==> src/djk_defs.svh <==
// Constants of the dual falling-edge J-K flip-flop block
//
// Operation
// - Two independent flip-flops, each clocked only on the falling edge of its own clock pin.
// - On a falling edge with both requests low and the forcing inputs high, both outputs hold.
// - On a falling edge with only the set request high, the true output goes high and the complement low.
// - On a falling edge with only the zero request high, the true output goes low and the complement high.
// - On a falling edge with both requests high, the stored state inverts and both outputs swap.
// - While the clock pin stays high, or does not fall, the outputs hold whatever the requests do.
// - With both forcing inputs low, both outputs go high, and this does not persist after either is released.
// - A low preset forces the true output high and a low zero input alone forces it low, whatever clock and requests do.
// - Clocked transfer happens only while both forcing inputs are high; outside logic releases them first.
`ifndef DJK_DEFS_SVH
`define DJK_DEFS_SVH

// ==========================================================
// Structure
`define DJK_NUM_FLOPS  2
`define DJK_PIN_BITS   5

// ==========================================================
// Reset values
`define DJK_Q_RST      1'h0
`define DJK_QN_RST     1'h1
`define DJK_CLK_RST    1'h0
// Clock low, requests low, forcing inputs inactive high
`define DJK_PIN_RST    5'h03

`endif

==> src/djk_pkg.sv <==
// Types shared by the dual falling-edge J-K flip-flop block
package djk_pkg;

  // Pins of one flip-flop, as seen after synchronisation
  typedef struct packed {
    logic clk;
    logic set_req;
    logic zero_req;
    logic async_one_n;
    logic async_zero_n;
  } djk_pins_t;

  // State of one flip-flop
  typedef struct packed {
    logic q;
    logic qn;
    logic clk_prev;
  } djk_flop_t;

  // State of both flip-flops
  typedef struct packed {
    djk_flop_t [1:0] flop;
  } djk_state_t;

endpackage

==> src/djk_sync.sv <==
// Two-stage synchroniser for a group of pin levels
`timescale 1ns/1ps
module djk_sync #(
  parameter int         W       = 1,
  parameter logic [W-1:0] RST_VAL = '0
) (
  input  wire logic         sys_clk_i,
  input  wire logic         resetn_i,
  input  wire logic [W-1:0] pin_i,
  output logic      [W-1:0] sync_o
);

  typedef struct packed {
    logic [W-1:0] meta;
    logic [W-1:0] stable;
  } djk_sync_state_t;

  djk_sync_state_t state_reg;
  djk_sync_state_t state_next;

  // ==========================================================
  // Next state: first stage feeds only the second
  always_comb begin
    state_next        = state_reg;
    state_next.meta   = pin_i;
    state_next.stable = state_reg.meta;
  end

  // ==========================================================
  // Registers
  always_ff @(posedge sys_clk_i or negedge resetn_i) begin
    if (!resetn_i) begin
      state_reg <= {RST_VAL, RST_VAL};
    end else begin
      state_reg <= state_next;
    end
  end

  assign sync_o = state_reg.stable;

endmodule

==> src/djk_top.sv <==
// Dual J-K flip-flop, falling-edge clocked, with active-low preset and zero inputs
`timescale 1ns/1ps
`include "djk_defs.svh"
module djk_top (
  input  wire logic       sys_clk_i,
  input  wire logic       resetn_i,
  input  wire logic [1:0] flop_clk_i,
  input  wire logic [1:0] set_req_i,
  input  wire logic [1:0] zero_req_i,
  input  wire logic [1:0] async_one_n_i,
  input  wire logic [1:0] async_zero_n_i,
  output logic      [1:0] q_o,
  output logic      [1:0] qn_o
);

  localparam int PW = `DJK_PIN_BITS;
  localparam int NF = `DJK_NUM_FLOPS;

  // ==========================================================
  // Pin gathering
  djk_pkg::djk_pins_t [1:0] pins_raw;
  djk_pkg::djk_pins_t [1:0] pins_sync;
  logic [NF*PW-1:0]         pins_raw_flat;
  logic [NF*PW-1:0]         pins_sync_flat;

  // Pack each flop's pins into one record
  always_comb begin
    for (int i = 0; i < NF; i++) begin
      pins_raw[i].clk          = flop_clk_i[i];
      pins_raw[i].set_req      = set_req_i[i];
      pins_raw[i].zero_req     = zero_req_i[i];
      pins_raw[i].async_one_n  = async_one_n_i[i];
      pins_raw[i].async_zero_n = async_zero_n_i[i];
    end
  end

  assign pins_raw_flat = pins_raw;
  assign pins_sync     = pins_sync_flat;

  // ==========================================================
  // Synchronisers: every pin passes two flip-flops before use
  djk_sync #(
    .W       (NF*PW),
    .RST_VAL ({NF{`DJK_PIN_RST}})
  ) u_sync (
    .sys_clk_i (sys_clk_i),
    .resetn_i  (resetn_i),
    .pin_i     (pins_raw_flat),
    .sync_o    (pins_sync_flat)
  );

  // ==========================================================
  // Flip-flop state
  djk_pkg::djk_state_t state_reg;
  djk_pkg::djk_state_t state_next;

  // Falling-edge detect per flop, from the stable stage only
  logic [1:0] fall_edge;

  always_comb begin
    for (int i = 0; i < NF; i++) begin
      // Each flop watches only its own clock pin
      fall_edge[i] = state_reg.flop[i].clk_prev & ~pins_sync[i].clk;
    end
  end

  // ==========================================================
  // Next-state logic for both flops
  // Forcing inputs outrank the clock; the clocked path runs only
  // when both are inactive, so a forcing pulse never races a
  // clock edge inside the same flop.
  always_comb begin
    state_next = state_reg;
    for (int i = 0; i < NF; i++) begin
      state_next.flop[i].clk_prev = pins_sync[i].clk;
      if (!pins_sync[i].async_one_n && !pins_sync[i].async_zero_n) begin
        // Both forced: both outputs high, nothing stored beyond this
        state_next.flop[i].q  = 1'h1;
        state_next.flop[i].qn = 1'h1;
      end else if (!pins_sync[i].async_one_n) begin
        // Preset alone wins over clock and requests
        state_next.flop[i].q  = 1'h1;
        state_next.flop[i].qn = 1'h0;
      end else if (!pins_sync[i].async_zero_n) begin
        // Zero input alone wins over clock and requests
        state_next.flop[i].q  = 1'h0;
        state_next.flop[i].qn = 1'h1;
      end else if (fall_edge[i]) begin
        // Clocked transfer only with both forcing inputs high
        case ({pins_sync[i].set_req, pins_sync[i].zero_req})
          2'h0: begin
            state_next.flop[i].q  = state_reg.flop[i].q;
            state_next.flop[i].qn = ~state_reg.flop[i].q;
          end
          2'h2: begin
            state_next.flop[i].q  = 1'h1;
            state_next.flop[i].qn = 1'h0;
          end
          2'h1: begin
            state_next.flop[i].q  = 1'h0;
            state_next.flop[i].qn = 1'h1;
          end
          2'h3: begin
            state_next.flop[i].q  = ~state_reg.flop[i].q;
            state_next.flop[i].qn = state_reg.flop[i].q;
          end
          default: begin
            state_next.flop[i].q  = state_reg.flop[i].q;
            state_next.flop[i].qn = ~state_reg.flop[i].q;
          end
        endcase
      end else begin
        // No falling edge: hold, and drop a leftover both-high pair
        state_next.flop[i].q  = state_reg.flop[i].q;
        state_next.flop[i].qn = ~state_reg.flop[i].q;
      end
    end
  end

  // ==========================================================
  // State registers
  always_ff @(posedge sys_clk_i or negedge resetn_i) begin
    if (!resetn_i) begin
      for (int i = 0; i < NF; i++) begin
        state_reg.flop[i].q        <= `DJK_Q_RST;
        state_reg.flop[i].qn       <= `DJK_QN_RST;
        state_reg.flop[i].clk_prev <= `DJK_CLK_RST;
      end
    end else begin
      state_reg <= state_next;
    end
  end

  // ==========================================================
  // Outputs straight from the state registers
  always_comb begin
    for (int i = 0; i < NF; i++) begin
      q_o[i]  = state_reg.flop[i].q;
      qn_o[i] = state_reg.flop[i].qn;
    end
  end

endmodule

==> config.mk <==
export PLATFORM = sky130hd
export DESIGN_NAME = djk_top
export DESIGN_NICKNAME = d
export VERILOG_FILES = /design/src/djk_pkg.sv /design/src/djk_sync.sv /design/src/djk_top.sv
export VERILOG_INCLUDE_DIRS = /design/src /design/src/src
export SDC_FILE = /design/constraint.sdc
export NUM_CORES = 1
export LEC_CHECK = 0
export ABC_AREA = 1
export BUFFER_PORTS_ARGS = -buffer_cell sky130_fd_sc_hd__buf_2
export CORE_MARGIN = 3
export CORE_UTILIZATION = 50
export DETAILED_ROUTE_END_ITERATION = 12
export PLACE_DENSITY = 0.74
export SYNTH_ARGS = -nofsm -noshare
export SYNTH_HDL_FRONTEND = slang
export SYNTH_HIERARCHICAL = 1
export SYNTH_SLANG_ARGS = --single-unit
==> constraint.sdc <==
create_clock -name sys_clk_i -period 1 [get_ports sys_clk_i]
set_input_delay 0.15 -clock sys_clk_i [delete_from_list [all_inputs] [get_ports sys_clk_i]]
set_output_delay 0.15 -clock sys_clk_i [all_outputs]
set_load 0.03 [all_outputs]
Word level (Yosys, flattened, before mapping)
Index checks and enable logic that the tools add are counted.

Bits in registers: 26. Output and inout port bits: 4. Logic and storage cells: 44. Input bits: 12.

Reductions and logical operators: 10. Equal/unequal tests: 10. Multiplexer cells: 10. Bitwise logic cells: 6.

Operators with widths (number): 2-bit two-way mux (8); 4-bit inequality test (second input constant) (4); 2-bit one-hot mux with 4 select lines (2); 2-bit == test (second input constant) (4); 2-bit by 1-bit == test with 1-bit output (second input constant) (2); 1-bit logical NOT (4); 2-bit logical NOT (2); 1-bit inverter (4); 2-bit AND reduction (2); 1-bit bitwise AND (2); 1-bit logical AND (2).

Longest topological paths before layout
Depth after elaboration: 6. Gate-level depth with buffers: 6.

Hierarchy
Netlist, hierarchy kept.

By module, submodules not included: djk_sync (seq. area each 510.5 sq um, instances 1, area an instance 510.5 sq um, cells each 20); djk_top (seq. area each 152.6 sq um, instances 1, area an instance 291.5 sq um, cells each 35).

Worst setup path after synthesis
OpenSTA, ideal clock, no wires.

Kind: register to output. Start point: register state_reg, in the netlist qn_o[0]. End point: output port qn_o[0]. Arrival: 0.634 ns. Cell stages (with the launch flop): 2. Setup slack: 0.216 ns. Required time: 0.850 ns. Cells stage by stage: dfstp_2 > buf_4.

RTL lines: start, declared (line djk_top.sv:54) `djk_pkg::djk_state_t state_reg;`; start signal, assigned (line djk_top.sv:130) `state_reg <= state_next;`; end, declared (line djk_top.sv:13) `output logic [1:0] qn_o`.

No word-level cell between the ends.

Final worst setup path
Start point: register state_reg, in the netlist qn_o[1]. End point: output port qn_o[1].

No word-level cell between the ends.

==> results.sh <==
export IMPL_status="complete, but fails checks"
export IMPL_violations="negative setup slack"
export IMPL_pwr_share_clk_pct=27.7
export IMPL_dp_hpwl_um=558.1
export IMPL_grt_max_degree=27
export IMPL_htreeDepth=1
export IMPL_crit_slowest_cell="dfstp_2"
export IMPL_timing_rr_end="qn_o[0]"
export IMPL_synthTopCellsByArea="dfrtp_1, dfstp_2, nand2_1, buf_4, inv_1"
export IMPL_intPower_w=0.001440
export IMPL_setup_viol=4
export IMPL_start_kind="register"
export IMPL_arrival_ps=980
export IMPL_reg2reg_from="q_o[0]"
export IMPL_diodes=0
export IMPL_die_x_um=46.05
export IMPL_drt_pass1_iter_count=3
export IMPL_ys_seq_area_share_pct=82.68
export IMPL_drv_slew=0
export IMPL_grt_busiest_layer="met2"
export IMPL_layout_commonest_cell="dfrtp_1"
export IMPL_p_seq_share_pct=62.8
export IMPL_die_area_um2=2121
export IMPL_grt_use_met1_pct=11.41
export IMPL_hp_class="in -> async"
export IMPL_grt_overflow=0
export IMPL_grt_first_pass_wirelength_um=1814
export IMPL_ioPinCount=16
export IMPL_grt_pass1_vias=458
export IMPL_syn_inst=55
export IMPL_worstPathCellList="buf_6"
export IMPL_fillers=90
export IMPL_numCtsBuffers=3
export IMPL_globalplace_congestion=0.7281
export IMPL_preCtsSetupSlack_ps=177.5
export IMPL_critPathCaptureType="primary output"
export IMPL_cts_path_max_buffers=2
export IMPL_synth_area_um2=802.0
export IMPL_clk_latency_ps=310
export IMPL_yosys_warnings=6
export IMPL_post_drt_wl_per_cell_um=10.68
export IMPL_period_needed_ps=1130
export IMPL_ctsRootBufferMaster="clkbuf_4"
export IMPL_layout_common_cells="dfrtp_1, dlygate4sd3_1, buf_2"
export IMPL_critPathTopFamily="flip-flops"
export IMPL_fin_crit_sh_pct=113.0
export IMPL_p_leak_nw=0.5256
export IMPL_met3_usage_pct=4.688
export IMPL_clock_skew_final_ps=1.087
export IMPL_critPathMaxFanout=1
export IMPL_max_stage_delay_ps=550
export IMPL_cts_tree="built"
export IMPL_rows=13
export IMPL_antenna_found_initial=0
export IMPL_drt_total_wl_um=1047
export IMPL_ys_ff_latch=26
export IMPL_clkSinkCount=26
export IMPL_cp_required_ps=850
export IMPL_drc_errors=0
export IMPL_met2_usage_pct=25.00
export IMPL_track_usage_pct=13.82
export IMPL_p_sw_w=0.0003926
export IMPL_power_density_nw_per_um2=1732
export IMPL_final_nets=96
export IMPL_finalHoldViolations=0
export IMPL_fmax_mhz=885.0
export IMPL_swShare_pct=21.42
export IMPL_rsz0062_at_grt="true"
export IMPL_vias_per_cell=4.418
export IMPL_drt_iter0_drc=8
export IMPL_tightest_slew_ps=512.2
export IMPL_combPwrFrac_pct=9.5
export IMPL_initial_utilization_pct=57.33
export IMPL_setup_ws_ps=-130.0
export IMPL_synthDistinctLibCells=9
export IMPL_ff2ff_setup_slack_ps=100
export IMPL_syn_num_nets=67
export IMPL_fp_dieH_um=46.05
export IMPL_worstSetupPathType="reg -> out"
export IMPL_whs_ps=326.9
export IMPL_port_buffers=15
export IMPL_route_vias_total=433
export IMPL_relSlewSlack_pct=65.85
export IMPL_avgSynthCellArea_um2=14.58
export IMPL_power_total_w=0.001833
export IMPL_max_cap_violations=0
export IMPL_ant_nets=0
export IMPL_vdd_ir_drop_max_v=0.001244
export IMPL_critPathBufInv=1
export IMPL_coreArea_um2=1399
export IMPL_areaGrowthSynthToFinish_pct=31.98
export IMPL_worstRegToRegCells=7
export IMPL_clk_pin_slew_ps=130
export IMPL_drive_gt1_share_pct=40.96
export IMPL_synth_top_area_share_pct=49.92
export IMPL_synth_top_area_cell="dfrtp_1"
==> timing repair <==
| item | 4_1_cts | 5_1_grt |
|---|---|---|
| endpoints found under the setup margin | 4 | 5 |
| gates resized for setup | 8 | 2 |
| pin swaps | 0 | 3 |
| buffers inserted | 2 | 0 |
| hold endpoints to repair | 26 | 0 |
| hold buffers | 11 | 0 |
==> worst max-delay path by stage <==
stage | from | to | slack, ps | depth (start not counted)
4_1_cts | qn_o[1] | qn_o[1] | -140 | 1
6_report | qn_o[1] | qn_o[1] | -130 | 1
3_5_place_dp | qn_o[0] | qn_o[0] | 180 | 1
5_1_grt | qn_o[1] | qn_o[1] | -180 | 1
2_1_floorplan | qn_o[0] | qn_o[0] | 220 | 1
3_3_place_gp | qn_o[1] | qn_o[1] | 180 | 1
==> synth_stat cells <==
master / count
inv_1: 8
nand3_1: 3
nor2_2: 1
nand4_1: 1
dfrtp_1: 16
buf_4: 4
nand3_2: 1
nand2_1: 11
dfstp_2: 10
==> per-stage QoR <==
stage               cells  cell area, um2  setup TNS, ps  util (%)
floorplan              55           802.0              0         -
finish                 98            1059         -305.3     75.67
CTS                    98            1052         -331.3     75.22
global route           98            1059         -504.6     75.67
global placement       81           865.8              0     61.90
detailed placement     81           865.8              0     61.90
==> per-layer routing <==
layer  vias up  share of wire (%)
met2        14                 58
met3         2                5.4
li1        217                  -
met1       200                 35
met4         0                1.2
met5         -                  0
==> power by group through the flow <==
stage	Sequential (W)	Clock (W)	Combinational [W]
2_1_floorplan	0.00116	0	0.0000761
5_1_grt	0.00116	0.000577	0.000194
3_3_place_gp	0.00117	0	0.000109
6_report	0.00115	0.000508	0.000174
4_1_cts	0.00115	0.000524	0.000170
3_5_place_dp	0.00117	0	0.000112
==> final cells by class <==
type                    instances  area, um2  area share [%]
flip-flops and latches         26      663.1           62.65
repair buffers                 28      229.0           21.63
multi-input cells              17      81.33           7.683
clock buffers                   4      36.28           3.428
inverters                       8      30.03           2.837
well taps                      15      18.77           1.773
==> cell families (layout without fill, tap and decap cells) <==
kind of cell / Yosys count / in the layout / synth area share [%]
and+or+nand+nor: 17 / 17 / 9.829
DFF: 26 / 26 / 82.68
buffers and inverters: 12 / 40 / 7.489
No activity file was read; power rests on OpenSTA's default activity.
